<file path="src/verilog/dvp_consts.svh">
`ifndef DVP_CONSTS_SVH
`define DVP_CONSTS_SVH

// ****************************************
// Device register offsets
// ****************************************
`define DVP_OFS_PATH      8'h3F
`define DVP_OFS_MUTE      8'h40
`define DVP_OFS_GAIN      8'h41
`define DVP_OFS_SPARE     8'h42

// ****************************************
// Reset values
// ****************************************
`define DVP_RST_PATH      8'h14
`define DVP_RST_MUTE      8'h0C
`define DVP_RST_GAIN      8'h00
`define DVP_RST_SPARE     8'h00

// ****************************************
// Field positions
// ****************************************
`define DVP_BIT_POWER     7
`define DVP_BIT_RSVD6     6
`define DVP_SEL_HI        5
`define DVP_SEL_LO        4
`define DVP_RATE_HI       1
`define DVP_RATE_LO       0
`define DVP_BIT_MUTE      3
`define DVP_MUTE_LOW_RST  3'h4

// ****************************************
// Gain code limits
// ****************************************
`define DVP_GAIN_MAX      8'sh30
`define DVP_GAIN_MIN      8'sh81
`define DVP_GAIN_BIAS     10'sh084
`define DVP_GAIN_OCTAVE   10'sh00C
`define DVP_GAIN_BIAS_OCT 4'hB
`define DVP_MANT_FRAC     14

// ****************************************
// Host controller register offsets
// ****************************************
`define DVP_HOFS_ADDR     8'h00
`define DVP_HOFS_WDATA    8'h01
`define DVP_HOFS_GO       8'h02
`define DVP_HOFS_STATUS   8'h03
`define DVP_HOFS_RDATA    8'h04
`define DVP_GO_WRITE      0
`define DVP_GO_READ       1
`define DVP_ST_BUSY       0
`define DVP_ST_REFUSED    1

`endif

</file>
<file path="src/verilog/dvp_pkg.sv">
package dvp_pkg;

  typedef enum logic [1:0] {
    DVP_PATH_OFF   = 2'b00,
    DVP_PATH_LEFT  = 2'b01,
    DVP_PATH_RIGHT = 2'b10,
    DVP_PATH_AVG   = 2'b11
  } dvp_path_t;

  typedef enum logic [1:0] {
    DVP_RATE_ONE   = 2'b00,
    DVP_RATE_TWO   = 2'b01,
    DVP_RATE_NOW   = 2'b10,
    DVP_RATE_RSVD  = 2'b11
  } dvp_rate_t;

  typedef enum logic [1:0] {
    DVP_HST_IDLE   = 2'b00,
    DVP_HST_RDWAIT = 2'b01,
    DVP_HST_RDCAP  = 2'b10
  } dvp_hst_state_t;

  typedef logic [7:0] dvp_byte_t;

endpackage

</file>
<file path="src/verilog/dvp_link_if.sv">
`timescale 1ns/1ps

interface dvp_link_if;
  logic [7:0] addr;
  logic [7:0] wdata;
  logic       wr;
  logic       rd;
  logic [7:0] rdata;

  modport dev (
    input  addr,
    input  wdata,
    input  wr,
    input  rd,
    output rdata
  );

  modport hst (
    output addr,
    output wdata,
    output wr,
    output rd,
    input  rdata
  );
endinterface

</file>
<file path="src/verilog/dvp_fifo.sv">
`timescale 1ns/1ps

module dvp_fifo #(
  parameter int WIDTH = 32,
  parameter int DEPTH = 16
) (
  input  wire logic             sys_clk,
  input  wire logic             rst_n,
  input  wire logic [WIDTH-1:0] in_data,
  input  wire logic             in_valid,
  output logic                  in_ready,
  output logic [WIDTH-1:0]      out_data,
  output logic                  out_valid,
  input  wire logic             out_ready
);
  localparam int AW = $clog2(DEPTH);

  if (DEPTH < 2 || (1 << AW) != DEPTH || WIDTH < 1) begin : g_bad_params
    $error("dvp_fifo: DEPTH must be a power of two of at least 2");
  end

  logic [WIDTH-1:0] mem [DEPTH];
  logic [AW-1:0]    wr_ptr;
  logic [AW-1:0]    rd_ptr;
  logic [AW:0]      count;

  wire              push       = in_valid && in_ready;
  wire              pop        = out_valid && out_ready;
  wire [AW:0]       next_count = count + (AW+1)'(push) - (AW+1)'(pop);

  assign out_valid = (count != '0);
  assign out_data  = mem[rd_ptr];

  always_ff @(posedge sys_clk) begin
    if (push) begin
      mem[wr_ptr] <= in_data;
    end
  end

  // Ready is registered so that it can leave the top straight from a flop
  always_ff @(posedge sys_clk or negedge rst_n) begin
    if (!rst_n) begin
      wr_ptr   <= '0;
      rd_ptr   <= '0;
      count    <= '0;
      in_ready <= 1'b1;
    end else begin
      wr_ptr   <= wr_ptr + AW'(push);
      rd_ptr   <= rd_ptr + AW'(pop);
      count    <= next_count;
      in_ready <= (next_count != (AW+1)'(DEPTH));
    end
  end
endmodule

</file>
<file path="src/verilog/dvp_dev.sv">
// What this block does
// RL1 - Power bit D7 powers the DAC, resets off
// RL2 - Path select: off, left, right, average; resets left
// RL3 - Step rate: per sample, per two, immediate
// RL4 - Host never writes reserved rate code 11
// RL5 - Host writes zero to path bit D6
// RL6 - Mute bit D3 silences output, resets muted
// RL7 - Host keeps mute reserved bits at reset pattern
// RL8 - Gain is signed half-dB code, resets zero
// RL9 - Host never writes reserved gain codes
// RL10 - Host writes only zero to spare register
// RL11 - Soft-step applied gain one step toward target
// RL12 - Path bits D3-D2 are plain storage, reset 01
//
// Decided for this implementation: the strobed register port.
`timescale 1ns/1ps
`include "dvp_consts.svh"

module dvp_dev #(
  parameter int SW    = 16,
  parameter int DEPTH = 16
) (
  input  wire logic             sys_clk,
  input  wire logic             rst_n,
  dvp_link_if.dev               link,
  input  wire logic [SW-1:0]    aud_left,
  input  wire logic [SW-1:0]    aud_right,
  input  wire logic             aud_valid,
  output logic                  aud_ready,
  input  wire logic             sample_tick,
  output logic [SW-1:0]         dac_sample,
  output logic                  dac_valid,
  output logic                  dac_power,
  output dvp_pkg::dvp_byte_t    applied_gain
);
  import dvp_pkg::*;

  if (SW < 2 || SW > 24) begin : g_bad_sw
    $error("dvp_dev: SW must lie between 2 and 24");
  end

  // Saturation limits at the width of the gain product
  localparam logic signed [SW+20:0] SAT_HI = {22'h0, {(SW-1){1'b1}}};
  localparam logic signed [SW+20:0] SAT_LO = ~SAT_HI;

  // ****************************************
  // Gain arithmetic
  // ****************************************
  function automatic logic signed [15:0] mant(input logic [3:0] r);
    logic signed [15:0] m;
    m = 16'sh4000;
    unique case (r)
      4'h0:    m = 16'sh4000;
      4'h1:    m = 16'sh43CE;
      4'h2:    m = 16'sh47D6;
      4'h3:    m = 16'sh4C1C;
      4'h4:    m = 16'sh50A3;
      4'h5:    m = 16'sh556E;
      4'h6:    m = 16'sh5A82;
      4'h7:    m = 16'sh5FE4;
      4'h8:    m = 16'sh6598;
      4'h9:    m = 16'sh6BA2;
      4'hA:    m = 16'sh7209;
      4'hB:    m = 16'sh78D1;
      default: m = 16'sh4000;
    endcase
    return m;
  endfunction

  // Half-dB code to linear factor: octave shift times a twelfth-root mantissa
  function automatic logic [SW-1:0] apply_gain(input logic [SW-1:0] s,
                                               input logic [7:0]    g);
    logic signed [9:0]     u;
    logic [3:0]            q;
    logic [3:0]            r;
    logic signed [SW+20:0] x;
    u = 10'(signed'(g)) + `DVP_GAIN_BIAS;
    q = 4'(u / `DVP_GAIN_OCTAVE);
    r = 4'(u % `DVP_GAIN_OCTAVE);
    x = (SW+21)'(signed'(s)) * (SW+21)'(mant(r));
    if (q >= `DVP_GAIN_BIAS_OCT) begin
      x = x <<< (q - `DVP_GAIN_BIAS_OCT);
    end else begin
      x = x >>> (`DVP_GAIN_BIAS_OCT - q);
    end
    x = x >>> `DVP_MANT_FRAC;
    if (x > SAT_HI) begin
      x = SAT_HI;
    end else if (x < SAT_LO) begin
      x = SAT_LO;
    end
    return SW'(x);
  endfunction

  // ****************************************
  // Register file
  // ****************************************
  dvp_byte_t path_setup;
  dvp_byte_t mute_control;
  dvp_byte_t digital_gain;
  dvp_byte_t spare;

  wire       hit_path  = (link.addr == `DVP_OFS_PATH);
  wire       hit_mute  = (link.addr == `DVP_OFS_MUTE);
  wire       hit_gain  = (link.addr == `DVP_OFS_GAIN);
  wire       hit_spare = (link.addr == `DVP_OFS_SPARE);
  wire [7:0] read_mux  = hit_path  ? path_setup   :
                         hit_mute  ? mute_control :
                         hit_gain  ? digital_gain :
                         hit_spare ? spare        : 8'h00;

  // Reserved bits, including D3-D2 of path setup, are stored as written
  always_ff @(posedge sys_clk or negedge rst_n) begin
    if (!rst_n) begin
      path_setup   <= `DVP_RST_PATH; // RL1 RL2 RL3 RL12
      mute_control <= `DVP_RST_MUTE; // RL6
      digital_gain <= `DVP_RST_GAIN; // RL8
      spare        <= `DVP_RST_SPARE;
    end else if (link.wr) begin
      if (hit_path)  path_setup   <= link.wdata;
      if (hit_mute)  mute_control <= link.wdata;
      if (hit_gain)  digital_gain <= link.wdata;
      if (hit_spare) spare        <= link.wdata;
    end
  end

  always_ff @(posedge sys_clk or negedge rst_n) begin
    if (!rst_n) begin
      link.rdata <= 8'h00;
    end else begin
      link.rdata <= link.rd ? read_mux : 8'h00;
    end
  end

  // ****************************************
  // Controls decoded from registers
  // ****************************************
  dvp_path_t path_sel;
  dvp_rate_t step_rate;
  wire       power_on = path_setup[`DVP_BIT_POWER];
  wire       muted    = mute_control[`DVP_BIT_MUTE];

  assign path_sel  = dvp_path_t'(path_setup[`DVP_SEL_HI:`DVP_SEL_LO]);
  assign step_rate = dvp_rate_t'(path_setup[`DVP_RATE_HI:`DVP_RATE_LO]);

  // ****************************************
  // Soft-stepping of the applied gain
  // ****************************************
  logic      half_phase;
  wire       at_target  = (applied_gain == digital_gain);
  wire       step_up    = signed'(digital_gain) > signed'(applied_gain);
  wire       rate_now   = (step_rate == DVP_RATE_NOW) || (step_rate == DVP_RATE_RSVD);
  wire       step_slot  = sample_tick &&
                          ((step_rate == DVP_RATE_ONE) ||
                           (step_rate == DVP_RATE_TWO && half_phase));
  wire [7:0] next_gain  = rate_now              ? digital_gain         :
                          (step_slot && step_up)  ? applied_gain + 8'h01 :
                          (step_slot && !at_target) ? applied_gain - 8'h01 :
                          applied_gain;

  always_ff @(posedge sys_clk or negedge rst_n) begin
    if (!rst_n) begin
      applied_gain <= `DVP_RST_GAIN;
      half_phase   <= 1'b0;
    end else begin
      applied_gain <= next_gain; // RL3 RL11
      half_phase   <= sample_tick ? !half_phase : half_phase; // RL3
    end
  end

  // ****************************************
  // Sample buffer and mono selection
  // ****************************************
  logic [2*SW-1:0] head;
  logic            head_valid;
  wire             take = sample_tick && power_on && head_valid;

  dvp_fifo #(
    .WIDTH (2*SW),
    .DEPTH (DEPTH)
  ) u_fifo (
    .sys_clk   (sys_clk),
    .rst_n     (rst_n),
    .in_data   ({aud_left, aud_right}),
    .in_valid  (aud_valid),
    .in_ready  (aud_ready),
    .out_data  (head),
    .out_valid (head_valid),
    .out_ready (take)
  );

  wire [SW-1:0] left_s  = head[2*SW-1:SW];
  wire [SW-1:0] right_s = head[SW-1:0];
  wire [SW:0]   lr_sum  = {left_s[SW-1], left_s} + {right_s[SW-1], right_s};
  wire [SW-1:0] mono    = (path_sel == DVP_PATH_LEFT)  ? left_s       :
                          (path_sel == DVP_PATH_RIGHT) ? right_s      :
                          (path_sel == DVP_PATH_AVG)   ? lr_sum[SW:1] :
                          {SW{1'b0}}; // RL2
  wire          silent  = muted || !take; // RL6
  wire [SW-1:0] scaled  = apply_gain(mono, applied_gain); // RL8

  // ****************************************
  // DAC output
  // ****************************************
  always_ff @(posedge sys_clk or negedge rst_n) begin
    if (!rst_n) begin
      dac_sample <= {SW{1'b0}};
      dac_valid  <= 1'b0;
      dac_power  <= 1'b0;
    end else begin
      dac_power  <= power_on; // RL1
      dac_valid  <= sample_tick && power_on; // RL1
      if (sample_tick) begin
        dac_sample <= silent ? {SW{1'b0}} : scaled; // RL6
      end
    end
  end
endmodule

</file>
<file path="src/flat_wrapper.sv">
// flat-port wrapper written by rule: the top's interface ports become plain ports
module dvp_dev_flat import dvp_pkg::*;
#(
  parameter int SW    = 16,
  parameter int DEPTH = 16
)
  (sys_clk, rst_n, aud_left, aud_right, aud_valid, aud_ready, sample_tick, dac_sample, dac_valid, dac_power, applied_gain, link_addr, link_wdata, link_wr, link_rd, link_rdata);
  dvp_link_if link_i ();
  input  wire logic sys_clk;
  input  wire logic rst_n;
  input  wire logic [SW-1:0] aud_left;
  input  wire logic [SW-1:0] aud_right;
  input  wire logic aud_valid;
  output logic aud_ready;
  input  wire logic sample_tick;
  output logic [SW-1:0] dac_sample;
  output logic dac_valid;
  output logic dac_power;
  output dvp_pkg::dvp_byte_t applied_gain;
  input wire logic [$bits(link_i.addr)-1:0] link_addr;
  input wire logic [$bits(link_i.wdata)-1:0] link_wdata;
  input wire logic [$bits(link_i.wr)-1:0] link_wr;
  input wire logic [$bits(link_i.rd)-1:0] link_rd;
  output wire logic [$bits(link_i.rdata)-1:0] link_rdata;
  assign link_i.addr = link_addr;
  assign link_i.wdata = link_wdata;
  assign link_i.wr = link_wr;
  assign link_i.rd = link_rd;
  assign link_rdata = link_i.rdata;
  dvp_dev #(.SW(SW), .DEPTH(DEPTH)) u_core (.sys_clk(sys_clk), .rst_n(rst_n), .link(link_i), .aud_left(aud_left), .aud_right(aud_right), .aud_valid(aud_valid), .aud_ready(aud_ready), .sample_tick(sample_tick), .dac_sample(dac_sample), .dac_valid(dac_valid), .dac_power(dac_power), .applied_gain(applied_gain));
endmodule
</file>
<file path="config.mk">
export PLATFORM = sky130hd
export DESIGN_NAME = dvp_dev_flat
export DESIGN_NICKNAME = d
export VERILOG_FILES = /design/src/verilog/dvp_pkg.sv /design/src/verilog/dvp_link_if.sv /design/src/verilog/dvp_fifo.sv /design/src/verilog/dvp_dev.sv /design/src/flat_wrapper.sv
export VERILOG_INCLUDE_DIRS = /design/src /design/src/verilog
export SDC_FILE = /design/constraint.sdc
export NUM_CORES = 1
export LEC_CHECK = 0
export BUFFER_PORTS_ARGS = -buffer_cell sky130_fd_sc_hd__buf_4
export CAP_MARGIN = 20
export CORE_AREA = 4 4 272 274
export CTS_CLUSTER_SIZE = 28
export DETAILED_ROUTE_END_ITERATION = 6
export DIE_AREA = 0 0 276 278
export PLACE_DENSITY = 0.77
export SLEW_MARGIN = 20
export SYNTH_ARGS = -nofsm -noshare
export SYNTH_HDL_FRONTEND = slang
export SYNTH_SLANG_ARGS = --single-unit
export TNS_END_PERCENT = 20
</file>
<file path="constraint.sdc">
create_clock -name sys_clk -period 17.9 [get_ports sys_clk]
set_input_delay 1.79 -clock sys_clk [delete_from_list [all_inputs] [get_ports sys_clk]]
set_output_delay 1.79 -clock sys_clk [all_outputs]
set_load 0.05 [all_outputs]
</file>
; ---- After elaboration in Yosys (flattened, before gate mapping)
; Memories as Yosys holds them, arrays and structs flattened.
; Cells that the tools add are included.
[word_totals]
register_bits = 81
ramBits = 512
romBits = 224
n_memories = 2
[op_classes]
add_sub_neg = 10
n_mul = 1
div = 2
magnitude_cmp = 4
eq_ne = 12
shift = 2
mux = 17
reduce_logical = 21
[mem_list]
columns = name, words, width, read_ports, rd_ports_with_merged_regs, write_ports, line_no
row1 = u_core.u_fifo.mem, 16, 32, 1, 0, 1, dvp_fifo.sv:22  ; logic [WIDTH-1:0] mem [DEPTH];
row2 = (no name shown), 16, 14, 1, 0, 0, dvp_dev.sv:52  ; unique case (r)
[op_table]
columns = op, n
row1 = $mux W16, 6
row2 = $mux W8, 8
row3 = $mux W37, 1
row4 = $sshl A37 B4 Y37, 1
row5 = $sshr A37 B4 Y37, 1
row6 = $mul A16 B16 Y32, 1
row7 = $eq A8 B7 Y1 const B, 3
row8 = $gt A23 B16 Y1 const B, 1
row9 = $lt A23 B16 Y1 const B, 1
row10 = $add A16 B16 Y17, 1
row11 = $add A8 B9 Y10 const B, 1
row12 = $div A10 B5 Y10 const B, 1
row13 = $mod A10 B5 Y10 const B, 1
row14 = $add A4 B1 Y4, 2
row15 = $add A8 B1 Y8 const B, 1
row16 = $eq A2 B2 Y1 const B, 4
row17 = $eq A8 B6 Y1 const B, 1
row18 = $eq A8 B8 Y1, 1
row19 = $gt A8 B8 Y1, 1
row20 = $logic_and A1 B1 Y1, 8
row21 = $reduce_and A2 Y1, 4
row22 = $sub A8 B1 Y8 const B, 1
row23 = $add A5 B1 Y5, 1
row24 = $ne A5 B5 Y1 const B, 1
row25 = other kinds (11), 17

; ---- Logic depth before layout (Yosys ltp)
; An unclocked memory read counts as a cell.
[depth]
word_depth = 12
mapped_depth = 50
depth_no_buf = 44

; ---- Modules after synthesis
; Synthesis repeated with hierarchy kept, for this count alone.
[hier_totals]
cells_unflattened = 2993
area_unflattened_um2 = 38016.5
[modules_own_cells]
columns = module, instances, cells_each, area_per_inst_um2
row1 = dvp_fifo, 1, 865, 19907.8
row2 = dvp_dev, 1, 2128, 18108.6

; ---- Worst setup path before layout
; Ideal clock, no wire load.
[synth_path]
path_type = reg2reg
startpoint = register u_core.u_fifo.rd_ptr[0]
endpoint = register u_core.dac_sample[1]
setup_time_ps = 126
arrival_time_ps = 12060
slack_ps = 5714
stages_incl_launch_ff = 43
n_path_buf = 7
synth_period_minus_slack_ps = 12186
cell_sequence = dfrtp_1 > buf_2 > buf_2 > buf_2 > buf_1 > buf_1 > mux4_2 > mux4_2 > ha_1 > and3_1 > a31oi_1 > a211oi_1 > a31o_2 > xor2_1 > nand2_1 > a31oi_1 > clkbuf_1 > nand2_1 > [... 7 more ...] > fa_1 > inv_1 > ha_1 > a21o_1 > a21o_1 > a2111oi_2 > a2bb2oi_2 > o21ai_1 > a221oi_1 > xnor2_1 > mux4_2 > nand4_1 > o21ai_1 > o21bai_1 > nor4b_2 > o31a_1 > buf_6 > a221o_1
[synth_via]
elab_chain_len = 12
word_cells_on_any_way = 14
cone_classes = add/sub: 1 / mul: 1 / order compare: 2 / shift: 2 / mux: 7 / memory: 1
[synth_rtl]
columns = item, line_no
row1 = "start, declared", dvp_fifo.sv:24  ; logic [AW-1:0] rd_ptr;
row2 = "start signal, assigned", dvp_fifo.sv:49  ; rd_ptr <= rd_ptr + AW'(pop);
row3 = $mem_v2 Z16 W32 *, n/a
row4 = $add A16 B16 Y17, dvp_dev.sv:194  ; wire [SW:0] lr_sum = {left_s[SW-1], left_s} + {right_s[SW-1], right_s};
row5 = $mux W16, dvp_dev.sv:197  ; (path_sel == DVP_PATH_AVG) ? lr_sum[SW:1] :
row6 = $mux W16, dvp_dev.sv:196  ; (path_sel == DVP_PATH_RIGHT) ? right_s :
row7 = $mux W16 *, dvp_dev.sv:195  ; wire [SW-1:0] mono = (path_sel == DVP_PATH_LEFT) ? left_s :
row8 = $mul A16 B16 Y32 *, dvp_dev.sv:80  ; x = (SW+21)'(signed'(s)) * (SW+21)'(mant(r));
row9 = $sshr A37 B4 Y37 / $sshl A37 B4 Y37 (equally long branches), "dvp_dev.sv:84, dvp_dev.sv:82"
row10 = $mux W37 *, dvp_dev.sv:81  ; if (q >= `DVP_GAIN_BIAS_OCT) begin
row11 = $lt A23 B16 Y1, dvp_dev.sv:89  ; end else if (x < SAT_LO) begin
row12 = $mux W16, dvp_dev.sv:89
row13 = $mux W16 *, dvp_dev.sv:87  ; if (x > SAT_HI) begin
row14 = $mux W16 *, dvp_dev.sv:214  ; dac_sample <= silent ? {SW{1'b0}} : scaled;
row15 = "end signal, assigned", dvp_dev.sv:207  ; dac_sample <= {SW{1'b0}};
row16 = "end signal, assigned", dvp_dev.sv:214
row17 = "end, declared", dvp_dev.sv:31  ; output logic [SW-1:0] dac_sample,
; Mark *: on every way between the ends. The rest lies on a longest branch, timed or not.
; A chain may end at the register's enable or synchronous reset.

; ---- Worst setup path in the final report
[layout_path]
startpoint = register u_core.applied_gain[2]
endpoint = register u_core.dac_sample[2]
[layout_via]
elab_chain_len = 10
word_cells_on_any_way = 16
cone_classes = add/sub: 3 / mul: 1 / div: 2 / order compare: 3 / shift: 2 / mux: 4 / memory: 1
[layout_rtl]
columns = item, line_no
row1 = "start, declared", dvp_dev.sv:34  ; output dvp_pkg::dvp_byte_t applied_gain
row2 = "start signal, assigned", dvp_dev.sv:163  ; applied_gain <= `DVP_RST_GAIN;
row3 = "start signal, assigned", dvp_dev.sv:166  ; applied_gain <= next_gain;
row4 = $add A8 B9 Y10 (no source line) *, n/a
row5 = $mod A10 B5 Y10 (no source line), n/a
row6 = $mem_v2 Z16 W14, n/a
row7 = $mul A16 B16 Y32, dvp_dev.sv:80
row8 = $sshr A37 B4 Y37 / $sshl A37 B4 Y37 (equally long branches), "dvp_dev.sv:84, dvp_dev.sv:82"
row9 = $mux W37 *, dvp_dev.sv:81
row10 = $lt A23 B16 Y1, dvp_dev.sv:89
row11 = $mux W16, dvp_dev.sv:89
row12 = $mux W16 *, dvp_dev.sv:87
row13 = $mux W16 *, dvp_dev.sv:214
; Marked as above.

==> flow_summary_export.csv <==
group,metric,value,unit
floorplan,dieArea,0.0767,mm2
cts,holdBufCountCts,0,
routing,drt_iter0_drc,2309,
placement,portBuffers,88,
timing,timing.final.ws_setup,3750,ps
global_route,antenna_found_initial,1,
cts,clockBufferDepth,3,
floorplan,die_w,276,um
critical_path,crit_arrival,14670,ps
logic_synthesis,synth_edf_count,512,
timing,rsz0062_at_grt,"false",
logic_synthesis,synth_commonest_cells,"edfxtp_1, inv_1, fa_1",
critical_path,end_kind,"flop",
critical_path,max_stage_delay,990,ps
timing,fin_crit,14150,ps
routing,vias,24100,
hold_path,hp-start,"u_core.path_setup[7]$_DFFE_PN0P_",
global_route,grt_pass1_vias,25200,
floorplan,std_cell_rows,98,
timing,drv_slew,0,
cts,htree_levels,2,
floorplan,die_height,278,um
logic_synthesis,synth_fa_ha_area_share,17.5,%
timing,finalSetupViolations,0,
logic_synthesis,ys_types,106,
timing,slew_headroom,21.5,%
floorplan,core-area,0.0714,mm2
placement,place_congestion,0.923,
placement,dpl-instance-area,0.0395,mm2
logic_synthesis,synth_ff_type,"edfxtp_1",
logic_synthesis,synth_area,0.0376,mm2
logic_synthesis,synthCells,2835,
timing,fin_setup_tns,0,ps
logic_synthesis,synth-simple-area-share,7.64,%
logic_synthesis,yosysTopAreaCell,"edfxtp_1",
critical_path,start_kind,"flop",
global_route,grt_max_degree,82,
cts,path_clk_slew,60,ps
logic_synthesis,postSynth.asyncResetShare,13.7,%
logic_synthesis,synth_xor_area_share,1.74,%
job,maxCapViolCount,0,
timing,finalHoldViolations,0,
critical_path,cp_max_fo,44,
critical_path,r2r-end,"u_core.dac_sample[2]$_DFFE_PN0P_",
logic_synthesis,synthTopCellsByArea,"edfxtp_1, fa_1, mux4_2",
cts,post_cts_buffers,0,
floorplan,pin_count,89,
timing,fmax,0.0706,GHz
timing,hold_ws,422,ps
routing,final_antenna_net_count,0,
critical_path,rr_startpoint,"u_core.applied_gain[2]$_DFFE_PN0P_",
global_route,grt_overflow,0,
logic_synthesis,synth-seq-cells,593,
logic_synthesis,syn_nets,3267,
cts,clock-sinks,593,
cells_and_area,fin_area,0.0414,mm2
logic_synthesis,synth-compound-area-share,8.31,%
cts,numCtsBuffers,56,
critical_path,worstSetupPathType,"reg2reg",
cts,cts_tree,"done",
cells_and_area,fillerInstances,5415,
routing,wl,96.6,mm
cts,cts_resized,0,
hold_path,hold_depth,0,
cells_and_area,seq_area,0.0174,mm2
placement,dp_hpwl,64.8,mm
timing,fin_skew,70.9,ps
cells_and_area,multiInputGateArea,0.0185,mm2
logic_synthesis,yosysMostFrequentCell,"edfxtp_1",
logic_synthesis,synth_top_area_share,40.8,%
hold_path,holdPathEnd,"u_core.dac_power$_DFF_PN0_",
timing,finalCritPeriodShare,79.1,%
routing,drt_first_pass_iters,7,
cells_and_area,drive_gt1_share,17.8,%
cells_and_area,syn_to_final_growth,9.97,%
placement,pre_cts_ws,3840,ps
logic_synthesis,yosysWarnings,0,
routing,route.detailed.drc,0,
critical_path,cp.required,18410,ps
global_route,track_usage,24.9,%
critical_path,r2r_cells,42,
cells_and_area,nets,3334,
cts,clk_latency,640,ps
hold_path,min_path_type,"reg2reg",
floorplan,start_util,52.8,%
critical_path,reg2reg_setup_slack,3750,ps
logic_synthesis,muxShareOfSynthArea,13.6,%
run_status,status,"finished clean",
routing,vias_per_cell,6.18,
cts,cts-root-buf,"clkbuf_16",
global_route,grt_pass1_wl,149,mm
critical_path,path_common_cell,"fa_1",
logic_synthesis,synth_top_family_by_area,"adder cells",
logic_synthesis,yosysSeqAreaShare,46.2,%
timing,tightest_slew,1170,ps
logic_synthesis,avgSynthCellArea,13.3,um2
routing,wl_per_cell,24.8,um
critical_path,crit_slowest_cell,"mux2i_2",
-- metal layers --
| metal | track usage (%) | vias up | wire [um] |
|---|---|---|---|
| met5 | 0 | - | 0 |
| met3 | 3.72 | 209 | 6590 |
| met1 | 32.2 | 12400 | 37000 |
| li1 | - | 10400 | - |
| met2 | 43.5 | 1076 | 49400 |
| met4 | 8.60 | 0 | 3620 |
-- state kept, by name, summed over array words and instances, names as in the netlist, 4 cells and up --
register	cells
u_core.dac_sample	16
u_core.applied_gain	8
u_core.digital_gain	8
u_core.path_setup	8
u_core.u_fifo.mem	512
u_core.u_fifo.rd_ptr	4
u_core.spare	8
u_core.u_fifo.count	5
u_core.u_fifo.wr_ptr	4
u_core.link.rdata	8
u_core.mute_control	8
-- kinds of logic after synthesis --
group / Yosys count
xor+xnor: 70
buf+inv: 471
flops: 593
compound gates: 430
fa+ha+maj: 378
mux: 282
simple gates: 611
-- area by class of cell --
cell class / instances / area share (%)
antenna: 1 / 0.00604
clock inverter: 36 / 1.07
timing repair buffer: 137 / 2.55
inverter: 343 / 3.12
sequential: 593 / 42.1
tap: 950 / 2.87
clock buffer: 67 / 3.59
multi-input combinational: 1771 / 44.7
-- worst max-delay path, delay by kind of cell (launching register included) --
family                     cells  cell delay, ps
and+or+nand+nor                8            2150
AOI/OAI and AO/OA             14            3320
muxes                          2            1500
xor gates and xnor gates       1             160
adders and majority gates      8            4390
buffers and inverters          9            1720
DFF                            1             660
-- per-stage QoR --
stage / util [%] / instances
after detailed placement: 55.3 / 3794
final: 58.0 / 3898
after CTS: 58.0 / 3897
after floorplan: - / 2835
after global routing: 58.0 / 3898
after global placement: 55.3 / 3794
-- worst max-delay path by stage --
stage	startpoint	end	slack, ps	depth (start not counted)
3_5_place_dp	u_core.applied_gain[2]$_DFFE_PN0P_	u_core.dac_sample[9]$_DFFE_PN0P_	3840	42
6_report	u_core.applied_gain[2]$_DFFE_PN0P_	u_core.dac_sample[2]$_DFFE_PN0P_	3750	42
3_3_place_gp	u_core.applied_gain[2]$_DFFE_PN0P_	u_core.dac_sample[11]$_DFFE_PN0P_	4230	42
5_1_grt	u_core.applied_gain[2]$_DFFE_PN0P_	u_core.dac_sample[5]$_DFFE_PN0P_	2810	42
2_1_floorplan	u_core.u_fifo.rd_ptr[0]$_DFF_PN0_	u_core.dac_sample[1]$_DFFE_PN0P_	5710	42
4_1_cts	u_core.applied_gain[2]$_DFFE_PN0P_	u_core.dac_sample[9]$_DFFE_PN0P_	3810	42
-- cell usage in the layout, fill, tap and decap left out, drive strengths merged, types with 16 or more instances in the layout --
| cell type | synthesis | routed |
|---|---|---|
| mux4 | 178 | 178 |
| inv | 338 | 341 |
| ha | 129 | 129 |
| dfrtp | 76 | 76 |
| nand2 | 207 | 207 |
| nand2b | 27 | 27 |
| a21o | 40 | 40 |
| nor2 | 174 | 174 |
| xnor2 | 49 | 49 |
| clkinv | 5 | 29 |
| fa | 249 | 249 |
| mux2 | 47 | 47 |
| nor3 | 35 | 35 |
| o211ai | 16 | 16 |
| mux2i | 57 | 57 |
| a21oi | 77 | 77 |
| o21ai | 92 | 92 |
| nand3 | 35 | 35 |
| edfxtp | 512 | 512 |
| buf | 50 | 137 |
| nor2b | 57 | 57 |
| a211oi | 38 | 38 |
| a22oi | 26 | 26 |
| clkbuf | 78 | 67 |
| xor2 | 21 | 21 |
| and2 | 34 | 34 |
Power is not shown: default switching activity piles up to over one toggle a cycle in this logic, so the estimate is an artifact.
